`src/verilog/tcu_pkg.sv`:
```
// Purpose: Shared constants for the timer capture unit
// Assumes: APB with 32-bit data, one aligned word per register
// Notes:   Register offsets are byte addresses
package tcu_pkg;

  // ----------------------------------------------------------------
  // Register map
  // ----------------------------------------------------------------
  localparam logic [7:0] UNIT_CONTROL_OFS   = 8'h00;  // unit_control
  localparam logic [7:0] CAPTURE_VALUE_OFS  = 8'h04;  // capture_value_high:low
  localparam logic [7:0] PERIPH_FLAG_OFS    = 8'h08;  // peripheral_flag_reg_one
  localparam logic [7:0] PERIPH_ENABLE_OFS  = 8'h0c;  // peripheral_enable_reg_one
  localparam logic [7:0] PIN_CONFIG_OFS     = 8'h10;  // pin_direction, alternate_pin_select
  localparam logic [7:0] IRQ_STATUS_OFS     = 8'h14;  // sticky, read to clear
  localparam logic [7:0] IRQ_MASK_OFS       = 8'h18;

  // ----------------------------------------------------------------
  // Fields and widths
  // ----------------------------------------------------------------
  localparam int          MODE_W            = 4;
  localparam int          CAP_W             = 16;
  localparam int          BYTE_W            = 8;
  localparam int          PSC_W             = 4;
  localparam int          IRQ_W             = 2;
  localparam int          IRQ_CAPTURE_BIT   = 0;
  localparam int          IRQ_MODECHG_BIT   = 1;
  localparam int          FLAG_CAPTURE_BIT  = 0;
  localparam int          PIN_DIR_BIT       = 0;
  localparam int          PIN_ALT_BIT       = 1;

  // ----------------------------------------------------------------
  // Mode select codes and reset values
  // ----------------------------------------------------------------
  localparam logic [3:0]  MODE_OFF          = 4'h0;
  localparam logic [3:0]  MODE_CAP_FALL     = 4'h4;
  localparam logic [3:0]  MODE_CAP_RISE     = 4'h5;
  localparam logic [3:0]  MODE_CAP_RISE4    = 4'h6;
  localparam logic [3:0]  MODE_CAP_RISE16   = 4'h7;
  localparam logic [3:0]  PSC_LAST4         = 4'h3;
  localparam logic [3:0]  PSC_LAST16        = 4'hf;
  localparam logic [3:0]  PSC_ONE           = 4'h1;
  localparam logic [1:0]  PIN_CONFIG_RST    = 2'h1;  // input, default pin

endpackage

```
`src/verilog/tcu_edge_if.sv`:
```
// Purpose: Carries synchronised pin edges from the detector to the core
// Assumes: Single pclk domain
// Notes:   Pulses last one cycle
`timescale 1ns/100ps
interface tcu_edge_if;
  logic rise;
  logic fall;
  modport det  (output rise, output fall);
  modport core (input rise, input fall);
endinterface

```
`src/verilog/tcu_edge_det.sv`:
```
// Purpose: Synchronise the capture pin and detect its edges
// Assumes: Pin level is asynchronous to pclk
// Notes:   First flop is read only by the second flop
`timescale 1ns/100ps
module tcu_edge_det
(
  // Clock and reset
  input  wire logic  pclk,
  input  wire logic  presetn,
  // Pin side
  input  wire logic  pin_level,
  // Edge pulses
  tcu_edge_if.det    edges
);

  logic [2:0] sync_ff;
  logic [2:0] nxt_sync;

  // ----------------------------------------------------------------
  // Two-flop synchroniser plus one history stage
  // ----------------------------------------------------------------
  always_comb
  begin
    nxt_sync = {sync_ff[1:0], pin_level};
  end

  always_ff @(posedge pclk or negedge presetn)
  begin
    if (!presetn)
      sync_ff <= 3'h0;
    else
      sync_ff <= nxt_sync;
  end

  // Edges from the settled stages only
  assign edges.rise = sync_ff[1] & ~sync_ff[2];
  assign edges.fall = ~sync_ff[1] & sync_ff[2];

endmodule

```
`src/verilog/tcu_top.sv`:
```
// Purpose: Capture function of a timing unit, APB register slave
// Assumes: pclk 20 MHz; companion timer count arrives on pclk
// Notes:   Compare and PWM modes are not built; their codes act as off
//
// Function
// - Qualified event copies 16-bit timer count
// - Mode picks fall, rise, 4th, 16th rise
// - Capture sets the capture event flag
// - Flag clears only by software zero write
// - New capture overwrites unread stored value
// - Detector samples actual pin level
// - Mode change may raise spurious flag
// - Prescaler held zero when off/not capture
// - Any reset clears prescaler counter
// - Prescaler switch keeps counter unchanged
// - Capture input relocatable by alternate select
// - Capture works while timer runs in sleep
`timescale 1ns/100ps
module tcu_top
(
  // APB clock and reset
  input  wire logic        pclk,
  input  wire logic        presetn,
  // APB slave
  input  wire logic        psel,
  input  wire logic        penable,
  input  wire logic        pwrite,
  input  wire logic [7:0]  paddr,
  input  wire logic [31:0] pwdata,
  output logic      [31:0] prdata,
  output logic             pready,
  output logic             pslverr,
  // Companion timer count, same clock domain
  input  wire logic [15:0] timer_count,
  // Capture pins, default and alternate location
  input  wire logic        cap_pin_main,
  input  wire logic        cap_pin_alt,
  // Pin driver state
  output logic             pin_out_enable_n,
  output logic             pin_alt_sel,
  // Interrupts
  output logic             capture_irq,
  output logic             irq
);

  localparam int CAP_W = tcu_pkg::CAP_W;

  // ----------------------------------------------------------------
  // State
  // ----------------------------------------------------------------
  logic [tcu_pkg::MODE_W-1:0]  unit_mode_select_ff, nxt_mode;
  logic [CAP_W-1:0]            capture_value_ff, nxt_capture;
  logic                        capture_event_flag_ff, nxt_flag;
  logic                        capture_irq_enable_ff, nxt_irq_en;
  logic [1:0]                  pin_config_ff, nxt_pin_config;
  logic [tcu_pkg::PSC_W-1:0]   psc_ff, nxt_psc;
  logic [tcu_pkg::IRQ_W-1:0]   irq_status_ff, nxt_status;
  logic [tcu_pkg::IRQ_W-1:0]   irq_mask_ff, nxt_mask;
  logic [31:0]                 prdata_ff, nxt_prdata;
  logic                        pready_ff, nxt_pready;
  logic                        pslverr_ff, nxt_pslverr;
  logic                        irq_ff, nxt_irq;
  logic                        cap_irq_ff, nxt_cap_irq;
  logic                        capture_take;
  logic                        mode_change;
  logic                        wr_en, rd_en, addr_ok;

  tcu_edge_if edges ();
  tcu_edge_if edges_main ();
  tcu_edge_if edges_alt ();

  // True for any of the four capture codes
  function automatic logic is_capture(input logic [3:0] m);
    return (m == tcu_pkg::MODE_CAP_FALL) || (m == tcu_pkg::MODE_CAP_RISE) ||
           (m == tcu_pkg::MODE_CAP_RISE4) || (m == tcu_pkg::MODE_CAP_RISE16);
  endfunction

  function automatic logic is_mapped(input logic [7:0] a);
    return (a == tcu_pkg::UNIT_CONTROL_OFS) || (a == tcu_pkg::CAPTURE_VALUE_OFS) ||
           (a == tcu_pkg::PERIPH_FLAG_OFS) || (a == tcu_pkg::PERIPH_ENABLE_OFS) ||
           (a == tcu_pkg::PIN_CONFIG_OFS) || (a == tcu_pkg::IRQ_STATUS_OFS) ||
           (a == tcu_pkg::IRQ_MASK_OFS);
  endfunction

  // ----------------------------------------------------------------
  // Pin selection and edge detection
  // ----------------------------------------------------------------
  // Each location has its own synchroniser, so a select change makes no false edge
  tcu_edge_det tcu_edge_det_i
  (
    .pclk      (pclk),
    .presetn   (presetn),
    .pin_level (cap_pin_main),
    .edges     (edges_main.det)
  );

  tcu_edge_det tcu_edge_det_alt_i
  (
    .pclk      (pclk),
    .presetn   (presetn),
    .pin_level (cap_pin_alt),
    .edges     (edges_alt.det)
  );

  // Real pin level is sampled even when driven as output, so port writes can capture
  assign edges.rise = pin_config_ff[tcu_pkg::PIN_ALT_BIT] ? edges_alt.rise : edges_main.rise;
  assign edges.fall = pin_config_ff[tcu_pkg::PIN_ALT_BIT] ? edges_alt.fall : edges_main.fall;

  // ----------------------------------------------------------------
  // Event qualification and prescaler
  // ----------------------------------------------------------------
  always_comb
  begin
    nxt_psc      = psc_ff;
    capture_take = 1'b0;
    if (!is_capture(unit_mode_select_ff))
      nxt_psc = '0;
    else
    begin
      case (unit_mode_select_ff)
        tcu_pkg::MODE_CAP_FALL:  capture_take = edges.fall;
        tcu_pkg::MODE_CAP_RISE:  capture_take = edges.rise;
        tcu_pkg::MODE_CAP_RISE4:
        begin
          // Counter is not cleared between prescale settings, so a switch may fire early
          if (edges.rise)
          begin
            capture_take = (psc_ff[1:0] == tcu_pkg::PSC_LAST4[1:0]);
            nxt_psc      = psc_ff + tcu_pkg::PSC_ONE;
          end
        end
        tcu_pkg::MODE_CAP_RISE16:
        begin
          if (edges.rise)
          begin
            capture_take = (psc_ff == tcu_pkg::PSC_LAST16);
            nxt_psc      = psc_ff + tcu_pkg::PSC_ONE;
          end
        end
        default: capture_take = 1'b0;
      endcase
    end
  end

  always_ff @(posedge pclk or negedge presetn)
  begin
    if (!presetn)
      psc_ff <= '0;
    else
      psc_ff <= nxt_psc;
  end

  // ----------------------------------------------------------------
  // APB decode
  // ----------------------------------------------------------------
  // Writes land at the edge that completes the access, one cycle after pready rises, as pready falls
  assign wr_en   = psel & penable & pwrite & pready_ff;
  assign rd_en   = psel & penable & ~pwrite & ~pready_ff;
  assign addr_ok = is_mapped(paddr);
  assign mode_change = wr_en && (paddr == tcu_pkg::UNIT_CONTROL_OFS) &&
                       (pwdata[tcu_pkg::MODE_W-1:0] != unit_mode_select_ff);

  // Register next values; hardware set wins over any clear
  always_comb
  begin
    nxt_mode       = unit_mode_select_ff;
    nxt_capture    = capture_value_ff;
    nxt_flag       = capture_event_flag_ff;
    nxt_irq_en     = capture_irq_enable_ff;
    nxt_pin_config = pin_config_ff;
    nxt_status     = irq_status_ff;
    nxt_mask       = irq_mask_ff;
    nxt_prdata     = prdata_ff;
    nxt_pready     = 1'b0;
    nxt_pslverr    = 1'b0;
    if (psel & penable & ~pready_ff)
    begin
      nxt_pready  = 1'b1;
      nxt_pslverr = ~addr_ok;
    end
    if (wr_en)
    begin
      case (paddr)
        tcu_pkg::UNIT_CONTROL_OFS:  nxt_mode = pwdata[tcu_pkg::MODE_W-1:0];
        tcu_pkg::PERIPH_FLAG_OFS:
          if (!pwdata[tcu_pkg::FLAG_CAPTURE_BIT])
            nxt_flag = 1'b0;
        tcu_pkg::PERIPH_ENABLE_OFS: nxt_irq_en = pwdata[tcu_pkg::FLAG_CAPTURE_BIT];
        tcu_pkg::PIN_CONFIG_OFS:    nxt_pin_config = pwdata[1:0];
        tcu_pkg::IRQ_MASK_OFS:      nxt_mask = pwdata[tcu_pkg::IRQ_W-1:0];
        default:                    nxt_mode = unit_mode_select_ff;
      endcase
    end
    if (rd_en)
    begin
      nxt_prdata = 32'h0;
      case (paddr)
        tcu_pkg::UNIT_CONTROL_OFS:  nxt_prdata[tcu_pkg::MODE_W-1:0] = unit_mode_select_ff;
        tcu_pkg::CAPTURE_VALUE_OFS: nxt_prdata[CAP_W-1:0] = capture_value_ff;
        tcu_pkg::PERIPH_FLAG_OFS:   nxt_prdata[tcu_pkg::FLAG_CAPTURE_BIT] = capture_event_flag_ff;
        tcu_pkg::PERIPH_ENABLE_OFS: nxt_prdata[tcu_pkg::FLAG_CAPTURE_BIT] = capture_irq_enable_ff;
        tcu_pkg::PIN_CONFIG_OFS:    nxt_prdata[1:0] = pin_config_ff;
        tcu_pkg::IRQ_STATUS_OFS:
        begin
          nxt_prdata[tcu_pkg::IRQ_W-1:0] = irq_status_ff;
          nxt_status = '0;
        end
        tcu_pkg::IRQ_MASK_OFS:      nxt_prdata[tcu_pkg::IRQ_W-1:0] = irq_mask_ff;
        default:                    nxt_prdata = 32'h0;
      endcase
    end
    // Both bytes latched in one cycle so the pair is always coherent
    if (capture_take)
    begin
      nxt_capture = timer_count;
      nxt_flag    = 1'b1;
      nxt_status[tcu_pkg::IRQ_CAPTURE_BIT] = 1'b1;
    end
    if (mode_change)
      nxt_status[tcu_pkg::IRQ_MODECHG_BIT] = 1'b1;
    nxt_irq     = |(nxt_status & nxt_mask);
    nxt_cap_irq = nxt_flag & nxt_irq_en;
  end

  always_ff @(posedge pclk or negedge presetn)
  begin
    if (!presetn)
    begin
      unit_mode_select_ff   <= tcu_pkg::MODE_OFF;
      capture_value_ff      <= '0;
      capture_event_flag_ff <= 1'b0;
      capture_irq_enable_ff <= 1'b0;
      pin_config_ff         <= tcu_pkg::PIN_CONFIG_RST;
      irq_status_ff         <= '0;
      irq_mask_ff           <= '0;
      prdata_ff             <= 32'h0;
      pready_ff             <= 1'b0;
      pslverr_ff            <= 1'b0;
      irq_ff                <= 1'b0;
      cap_irq_ff            <= 1'b0;
    end
    else
    begin
      unit_mode_select_ff   <= nxt_mode;
      capture_value_ff      <= nxt_capture;
      capture_event_flag_ff <= nxt_flag;
      capture_irq_enable_ff <= nxt_irq_en;
      pin_config_ff         <= nxt_pin_config;
      irq_status_ff         <= nxt_status;
      irq_mask_ff           <= nxt_mask;
      prdata_ff             <= nxt_prdata;
      pready_ff             <= nxt_pready;
      pslverr_ff            <= nxt_pslverr;
      irq_ff                <= nxt_irq;
      cap_irq_ff            <= nxt_cap_irq;
    end
  end

  // ----------------------------------------------------------------
  // Outputs, all from flops
  // ----------------------------------------------------------------
  assign prdata           = prdata_ff;
  assign pready           = pready_ff;
  assign pslverr          = pslverr_ff;
  assign irq              = irq_ff;
  assign capture_irq      = cap_irq_ff;
  assign pin_out_enable_n = pin_config_ff[tcu_pkg::PIN_DIR_BIT];
  assign pin_alt_sel      = pin_config_ff[tcu_pkg::PIN_ALT_BIT];
endmodule

```
`config.mk`:
```
export PLATFORM = sky130hd
export DESIGN_NAME = tcu_top
export DESIGN_NICKNAME = d
export VERILOG_FILES = /design/src/verilog/tcu_pkg.sv /design/src/verilog/tcu_edge_if.sv /design/src/verilog/tcu_edge_det.sv /design/src/verilog/tcu_top.sv
export SDC_FILE = /design/constraint.sdc
export NUM_CORES = 1
export LEC_CHECK = 0
export ABC_AREA = 0
export BUFFER_PORTS_ARGS = -buffer_cell sky130_fd_sc_hd__buf_4
export CAP_MARGIN = 10
export CORE_AREA = 4 4 82 84
export CTS_BUF_LIST = sky130_fd_sc_hd__clkbuf_8 sky130_fd_sc_hd__clkbuf_16
export CTS_CLUSTER_DIAMETER = 200
export DETAILED_ROUTE_END_ITERATION = 10
export DIE_AREA = 0 0 86 88
export PLACE_DENSITY = 0.75
export SLEW_MARGIN = 20
export SYNTH_ARGS = -nofsm -noshare
export SYNTH_HDL_FRONTEND = slang
export SYNTH_HIERARCHICAL = 1
export SYNTH_SLANG_ARGS = --single-unit
```
`constraint.sdc`:
```
create_clock -name pclk -period 2.05 [get_ports pclk]
set_input_delay 0.41 -clock pclk [delete_from_list [all_inputs] [get_ports pclk]]
set_output_delay 0.41 -clock pclk [all_outputs]
set_load 0.02 [all_outputs]
```
* Word-level counts from Yosys, hierarchy flattened
Cells that the tools add are included.
** Word-level totals
- Memories kept :: 0
- Flip-flop bits (word level) :: 58
- Latch bits :: 0
- Logic and storage cells :: 94
- ROM bits :: 0
- Input bits :: 63
- Bits in writable memories :: 0
** Operators by class
- Divide/modulo/power cells :: 0
- Bitwise logic cells :: 19
- Reduce and logical (&&, ||, !) cells :: 17
- Eq/ne operators :: 15
- Muxes and demuxes :: 27
- Shift-type cells :: 0
- Add/subtract/negate cells :: 1
- $mul :: 0
- $lt $le $gt $ge :: 0
** Operator list (count)
- equality test 8 x 5 -> 1 bit (second input constant) :: 3
- equality test 4 x 3 -> 1 bit (second input constant) :: 4
- equality test 8 x 4 -> 1 bit (second input constant) :: 2
- two-way mux 1 bit :: 15
- two-way mux 12 bit :: 1
- two-way mux 4 bit :: 3
- bitwise AND 1 bit :: 11
- logical OR 1 bit :: 9
- equality test 8 x 3 -> 1 bit (second input constant) :: 1
- logical NOT 8 bit :: 1
- two-way mux 2 bit :: 4
- NOT 1 bit :: 7
- case mux 1 bit (7 select lines) :: 1
- AND reduction 2 bit :: 3
- case mux 1 bit (5 select lines) :: 1
- adder 4 x 1 -> 4 bit (second input constant) :: 1
- equality test 4 bit (second input constant) :: 1
- inequality test 2 bit (second input constant) :: 2
- inequality test 4 bit :: 1
- case mux 1 bit (4 select lines) :: 1
- case mux 2 bit (2 select lines) :: 1
- OR reduction 2 bit :: 2
- bitwise AND 2 bit :: 1
- equality test 2 bit (second input constant) :: 1
- logical AND 1 bit :: 2

* Longest topological paths before layout
Gate-level depths: netlist of the first run.
- Depth in word-level cells :: 9
- Gate-level depth with buffers :: 7
- Gate-level depth less buffers :: 6

* Modules after synthesis
The synthesis of the first run kept the hierarchy.
** By module, submodules not included
- tcu_top :: cells an instance 192, times used 1, area each 2412.3 µm², seq. area each 1302.5 µm²
- tcu_edge_det :: cells an instance 5, times used 2, area each 90.1 µm², seq. area each 75.1 µm²

* Least setup slack after synthesis of the first run
OpenSTA, ideal clock, no wires.
- Path type :: input to register
- Start :: in paddr[7]
- End :: reg irq_ff, in the netlist irq
- Slack :: -0.149 ns
- Data arrival time :: 2.081 ns
- Library setup time :: 0.118 ns
- Stages on the path :: 5
- Path through :: or2_4 or4_4 or4_4 a22o_4 a2bb2o_4
** On the way
- Cells in the longest elaborated chain, start to end :: 6
** Ends and longest elaborated chain
- start, declared :: RTL line tcu_top.sv:28 : input wire logic [7:0] paddr,
- equality test 8 x 5 -> 1 bit or logical NOT 8 bit (tied branches) :: RTL line tcu_top.sv:197, tcu_top.sv:160
- two-way mux 2 bit or logical AND 1 bit (tied branches) :: RTL line tcu_top.sv:197, tcu_top.sv:160
- two-way mux 2 bit or logical AND 1 bit (tied branches) :: RTL line tcu_top.sv:194, tcu_top.sv:160
- two-way mux 1 bit * :: RTL line tcu_top.sv:219 : if (mode_change)
- via nxt_status, one bit :: RTL line tcu_top.sv:57 : logic [tcu_pkg::IRQ_W-1:0] irq_status_ff, nxt_status;
- bitwise AND 2 bit * :: RTL line tcu_top.sv:221 : nxt_irq = |(nxt_status & nxt_mask);
- OR reduction 2 bit * :: RTL line tcu_top.sv:221
- via nxt_irq :: RTL line tcu_top.sv:62 : logic irq_ff, nxt_irq;
- end signal, assigned :: RTL line tcu_top.sv:254 : irq_ff <= nxt_irq;
- end, declared :: RTL line tcu_top.sv:62
The timed path passes the listed nets; every way through them passes the cells marked *.
A chain may end at the register's enable or synchronous reset.

* Worst setup path in the final report of the first run
- Start :: reg pready_ff, in the netlist pready
- End :: reg irq_ff, in the netlist irq
** On the way
- Cells in the longest elaborated chain, start to end :: 6
** Ends and longest elaborated chain
- start, declared :: RTL line tcu_top.sv:60 : logic pready_ff, nxt_pready;
- start signal, assigned :: RTL line tcu_top.sv:252 : pready_ff <= nxt_pready;
- NOT 1 bit or bitwise AND 1 bit (tied branches) :: RTL line tcu_top.sv:158, tcu_top.sv:157
- bitwise AND 1 bit or logical AND 1 bit (tied branches) :: RTL line tcu_top.sv:158, tcu_top.sv:160
- two-way mux 2 bit or logical AND 1 bit (tied branches) :: RTL line tcu_top.sv:194, tcu_top.sv:160
- two-way mux 1 bit (on tied branches) :: RTL line tcu_top.sv:213, tcu_top.sv:219
- bitwise AND 2 bit * :: RTL line tcu_top.sv:221
- OR reduction 2 bit * :: RTL line tcu_top.sv:221
- via nxt_irq :: RTL line tcu_top.sv:62
Marked as above.

==> results_dict.tcl, run 1 <==
set metrics [dict create \
    status "finished, final reports clean" \
    rsz0062_at_grt "no" \
    dieArea_um2 7570 \
    grtUsageTotal 0.159 \
    p_sw_mw 0.555 \
    power_frac_clock 0.463 \
    drc 0 \
    cts_buffer_depth 2 \
    antenna_found_initial 0 \
    numCtsBuffers 9 \
    numPortBuffers 56 \
    crit_cells 4 \
    drtPass1Iterations 4 \
    ant_nets 0 \
    synth_edf_count 0 \
    finClkSkew_ns 0.00759 \
    drt_iter0_markers 68 \
    slew_violations 0 \
    grt_pass1_vias 1882 \
    die_x_um 86 \
    slew_headroom 0.529 \
    layout_common_cells "buf_4 (68), dfrtp_1 (57), mux2_2 (23)" \
    setup_ws_ns 0.108 \
    ys_seq_area_frac 0.560 \
    slowest_delay_ns 0.51 \
    postSynthCellCount 202 \
    regArea_um2 1450 \
    die_y_um 88 \
    wl_per_cell_um 15.3 \
    worstHoldPathType "primary input to asynchronous set/reset pin" \
    p_per_area_nw_per_um2 767 \
    num_vias 1746 \
    rows 28 \
    crit_slowest_cell "or4_4" \
    drive_above_1_share 0.440 \
    crit_chain "or3_1 -> or4_4 -> a21boi_1 -> a2bb2o_4" \
    arrival_ns 2.17 \
    fillerInstances 504 \
    period_needed_ns 1.94 \
    p_total_mw 2.56 \
    syn_to_final_growth_pct 28.6 \
    via_per_inst 4.99 \
    synthArstFlopShare 1.00 \
    synth.distinct_cells 43 \
    dp_hpwl_um 3950 \
    cts-resized-gates 0 \
    cp_max_fo 4 \
    cp_num_buf_inv 0 \
    crit_family "simple AND/OR/NAND/NOR gates" \
    startpoint_type "register" \
    drv_cap 0 \
    crit_required_ns 2.28 \
    final_util 0.563 \
    core_area_um2 5920 \
    grt_start_max_net_pins 59 \
    cts.htree.levels 3 \
    ys_ff_latch 58 \
    totalWireLength_um 5370 \
    antenna_cells 0 \
    gp_congestion 0.767 \
    max_slew.worst_pin.slew_ns 0.707 \
    seq_power_share 0.463 \
    grt.overflow.total 0 \
    combPwrFrac 0.074 \
    postCtsSetupRepairBufs 0 \
    netlist_area_um2 2590 \
    synth_ff_type "dfrtp_1" \
    fmax_ghz 0.515 \
    multi_input_area_um2 1040 \
    layout_commonest_cell "buf_4" \
    timing.final.crit_share 0.947 \
    power.leakage_nw 1.60 \
    initial_utilization 0.438 \
    grt_pass1_wl_um 9070 \
    hold_buffers 0 \
    power.internal_mw 2.00 \
    hold_violations 0 \
    tritoncts "done" \
    finish.net_count 334 \
    clock_latency_ns 0.34 \
    r2r_cells 4 \
    sw_frac_of_total 0.217 \
    yosysWarningCount 6 \
    cts_root_buf "clkbuf_8" \
    end_kind "register" \
    cts.sinks 58 \
    path_clk_slew_ns 0.06 \
    worstSetupPathType "register to register" \
    io-pin-count 101 \
    syn_avg_cell_area_um2 12.8 \
    ir_drop_mv 0.510 \
    final-setup-viol-count 0 \
    pre_cts_ws_ns -0.215 \
]
## power by group through the flow
stage	Sequential, mW	Combinational, mW	Clock [mW]
3_5_place_dp	1.21	0.191	0
5_1_grt	1.19	0.210	1.27
3_3_place_gp	1.21	0.188	0
2_1_floorplan	1.21	0.107	0
4_1_cts	1.19	0.192	1.20
6_report	1.19	0.189	1.18
## kinds of logic after synthesis
group	after synthesis	synth area share
AO/OA/AOI/OAI	27	0.0898
other	1	0.00145
XOR/XNOR	7	0.0236
AND/OR/NAND/NOR	45	0.0994
buffers and inverters	29	0.0666
multiplexers	34	0.154
flip-flops	58	0.560
adder cells (fa/ha/maj)	1	0.00483
## state kept, by name, summed over array words and instances, names as in the netlist
| register | cells |
|---|---|
| prdata | 16 |
| capture_irq_enable_ff | 1 |
| pready | 1 |
| irq_mask_ff | 2 |
| capture_event_flag_ff | 1 |
| pslverr | 1 |
| irq | 1 |
| tcu_edge_det_i/sync_ff | 3 |
| unit_mode_select_ff | 4 |
| capture_value_ff | 16 |
| tcu_edge_det_alt_i/sync_ff | 3 |
| irq_status_ff | 2 |
| capture_irq | 1 |
| pin_config_ff | 2 |
| psc_ff | 4 |
## metal layers
metal / GRT usage / part of all wire / up-vias
met4: 0.0892 / 0.033 / 0
met1: 0.195 / 0.41 / 841
li1: - / - / 825
met2: 0.247 / 0.48 / 66
met5: 0 / 0 / -
met3: 0.0536 / 0.078 / 14
## synthesized netlist by cell type (3+ instances only)
cell type / instances / share of area
inv_1: 3 / 0.0043
nand4_1: 4 / 0.0097
o21ai_0: 4 / 0.0077
xnor2_1: 5 / 0.017
buf_2: 3 / 0.0058
a22o_1: 12 / 0.041
nor2b_1: 4 / 0.0097
mux2i_1: 8 / 0.031
dfrtp_1: 57 / 0.55
nor2_1: 7 / 0.010
nand2_1: 10 / 0.014
buf_4: 16 / 0.046
nor3_1: 3 / 0.0058
mux2_2: 23 / 0.10
clkbuf_1: 6 / 0.0087
## area by class of cell
class / count / share of cell area
Clock buffer: 11 / 0.0454
Clock inverter: 5 / 0.0233
Inverter: 3 / 0.00338
Multi-Input combinational cell: 130 / 0.311
Sequential cell: 58 / 0.436
Tap cell: 75 / 0.0281
Timing Repair Buffer: 68 / 0.153
## stage by stage
| stage | setup TNS (ns) | instances | instance area, µm² | hold WS [ns] |
|---|---|---|---|---|
| floorplan | -0.0612 | 217 | 2650 | 0.114 |
| global placement | -1.97 | 334 | 3110 | 0.332 |
| detailed placement | -2.42 | 334 | 3110 | 0.342 |
| CTS | 0 | 350 | 3330 | 0.143 |
| global route | 0 | 350 | 3330 | 0.157 |
| finish | 0 | 350 | 3330 | 0.117 |
## worst paths after layout
path / end / start / slack (ns)
hold / removal: prdata[14] / presetn / 0.12
setup reg to reg: irq / pready / 0.11
max in group asynchronous: pin_config_ff[1] / presetn / 1.46
min in group pclk: tcu_edge_det_i/sync_ff[0] / cap_pin_main / 0.17
hold reg to reg: tcu_edge_det_i/sync_ff[1] / tcu_edge_det_i/sync_ff[0] / 0.35
setup / recovery: irq / pready / 0.11
(Power assumes the default switching activity.)
==> run 2, diff against run 1 <==
- PLACE_DENSITY: 0.75 -> 0.74
- SYNTH_HIERARCHICAL: 1 -> not set
==> run 2 against run 1 <==
Against the previous run: fmax down 3.5%; via count up 1.9%; cell area down 0.26%; non-clock buffer count up 3; synthesized area down 1.1%; critical path depth up 2; synthesized cell count up 0.99%; largest cell class unchanged; highest routed layer unchanged.
==> results_dict.tcl, run 2 <==
set metrics [dict create \
    cts.htree.levels 3 \
    grtUsageTotal 0.142 \
    dp_hpwl_um 3840 \
    numCtsBuffers 9 \
    yosysTopAreaCell "dfrtp_1" \
    antenna_found_initial 0 \
    finish.net_count 340 \
    synth_edf_count 0 \
    p_per_area_nw_per_um2 704 \
    via_per_inst 5.00 \
    stdcell_count 356 \
    end_kind "register" \
    cts_root_buf "clkbuf_8" \
    final_cell_area_um2 3330 \
    rsz0062_at_grt "no" \
    fmax_ghz 0.497 \
    reg2reg_from "pin_config_ff[1]" \
    grt_pass1_vias 1675 \
    drc 0 \
    dpl.cell_count 338 \
    grt.overflow.total 0 \
    synth_top_family_by_area "multiplexers" \
    max_slew.worst_pin.slew_ns 0.687 \
    placed_area_um2 3090 \
    crit_required_ns 2.25 \
    clock_latency_ns 0.32 \
    rows 28 \
    drtPass1Iterations 4 \
    arrival_ns 2.21 \
    dieArea_um2 7570 \
    netlist_area_um2 2560 \
    ir_drop_mv 0.341 \
    numPortBuffers 56 \
    die_y_um 88 \
    layout_common_cells "buf_4 (69), dfrtp_1 (56), mux2_2 (26)" \
    yosys.area_share.simple 0.100 \
    status "finished, final reports clean" \
    num_vias 1780 \
    antenna_cells 0 \
    gp_congestion 0.853 \
    cts.sinks 58 \
    timing.final.crit_share 0.981 \
    synth_top_area_share 0.556 \
    yosys.area_share.adder 0.00488 \
    power.leakage_nw 1.69 \
    yosysWarningCount 0 \
    tritoncts "done" \
    cts_buffer_depth 2 \
    postSynthCellCount 204 \
    muxShareOfSynthArea 0.130 \
    worstHoldPathType "primary input to asynchronous set/reset pin" \
    syn_avg_cell_area_um2 12.6 \
    final-setup-viol-count 0 \
    multi_input_area_um2 1000 \
    ys_seq_area_frac 0.567 \
    startpoint_type "primary input" \
    synth_area_leaders "dfrtp_1 (56%), mux2_2 (11%), buf_4 (5.0%)" \
    synth.distinct_cells 46 \
    slew_violations 0 \
    finClkSkew_ns 0.00686 \
    yosys.cell_count.top_type "dfrtp_1" \
    syn_to_final_growth_pct 29.7 \
    fillerInstances 505 \
    ys_ff_latch 58 \
    r2r_cells 5 \
    p_total_mw 2.34 \
    totalWireLength_um 5330 \
    initial_utilization 0.433 \
    yosys-top-cells-count "dfrtp_1 (57), mux2_2 (26), buf_4 (17)" \
    period_needed_ns 2.01 \
    regArea_um2 1450 \
    synth-xor-area-share 0.0239 \
    io-pin-count 101 \
    path_clk_slew_ns 0.06 \
    wl_per_cell_um 15.0 \
    ant_nets 0 \
    cp_max_fo 5 \
    core_area_um2 5920 \
    grt_start_max_net_pins 59 \
    worst-r2r-setup-slack_ns 0.07 \
    grt_pass1_wl_um 8160 \
    finalSetupTns_ns 0 \
    slew_headroom 0.542 \
    r2r-end "capture_value_ff[7]" \
    layout_commonest_cell "buf_4" \
    synthArstFlopShare 1.00 \
    drive_above_1_share 0.431 \
    synth-compound-area-share 0.103 \
    die_x_um 86 \
    hold_buffers 0 \
    synth_ff_type "dfrtp_1" \
    hold_violations 0 \
    drt_iter0_markers 160 \
    holdWs_ns 0.126 \
    worstSetupPathType "primary input to register" \
    drv_cap 0 \
]
run 2: final cells by class:
type / count / area share
repair buffers: 71 / 0.169
flip-flops and latches: 58 / 0.437
well taps: 75 / 0.0282
clock buffers: 10 / 0.0414
clock inverters: 6 / 0.0173
inverters: 5 / 0.00564
multi-input cells: 131 / 0.301
run 2: critical path, stage by stage:
cell	delay, ns
buf_4	0.11
or4_4	0.53
or2_1	0.29
or4_4	0.56
a21o_1	0.19
o2bb2ai_1	0.13
run 2: how the worst max path moves through the flow:
stage                      from              endpoint  cells after the start
2_1_floorplan          paddr[5]                   irq                      6
6_report               paddr[5]                   irq                      6
4_1_cts        pin_config_ff[1]  capture_value_ff[10]                      5
5_1_grt                paddr[5]                   irq                      7
3_5_place_dp           paddr[5]                   irq                      6
3_3_place_gp           paddr[5]                   irq                      6
run 2: what timing repair did:
action,CTS,global route
gates cloned,0,1
pin swaps,0,1
resized for setup,1,2
setup buffers,0,1
setup endpoints to repair,16,17
run 2: kinds of logic (layout without fill, tap and decap cells):
group / Yosys count / count (layout)
flops: 58 / 58
fa+ha+maj: 1 / 1
xor+xnor: 7 / 7
simple gates: 43 / 43
mux: 30 / 30
compound gates: 34 / 34
other cells: 1 / 16
buf+inv: 30 / 92
run 2: routing by layer:
metal  vias to the layer above  GRT usage  wire length, µm
met5                         -          0                0
met4                         0     0.0863              116
met3                         9     0.0282              340
met2                        70      0.204             2480
met1                       854      0.199             2390
li1                        847          -                -
run 2: power by group:
group / switching (mW) / internal [mW]
Sequential: 0.00729 / 1.16
Combinational: 0.0911 / 0.0655
Clock: 0.435 / 0.585
Total: 0.533 / 1.81
run 2: metrics by stage:
step / setup slack (ns) / utilization
2_1_floorplan: -0.143 / -
3_3_place_gp: -0.285 / 0.521
3_5_place_dp: -0.272 / 0.521
4_1_cts: 0.0184 / 0.555
5_1_grt: 0.0180 / 0.562
6_report: 0.0387 / 0.562
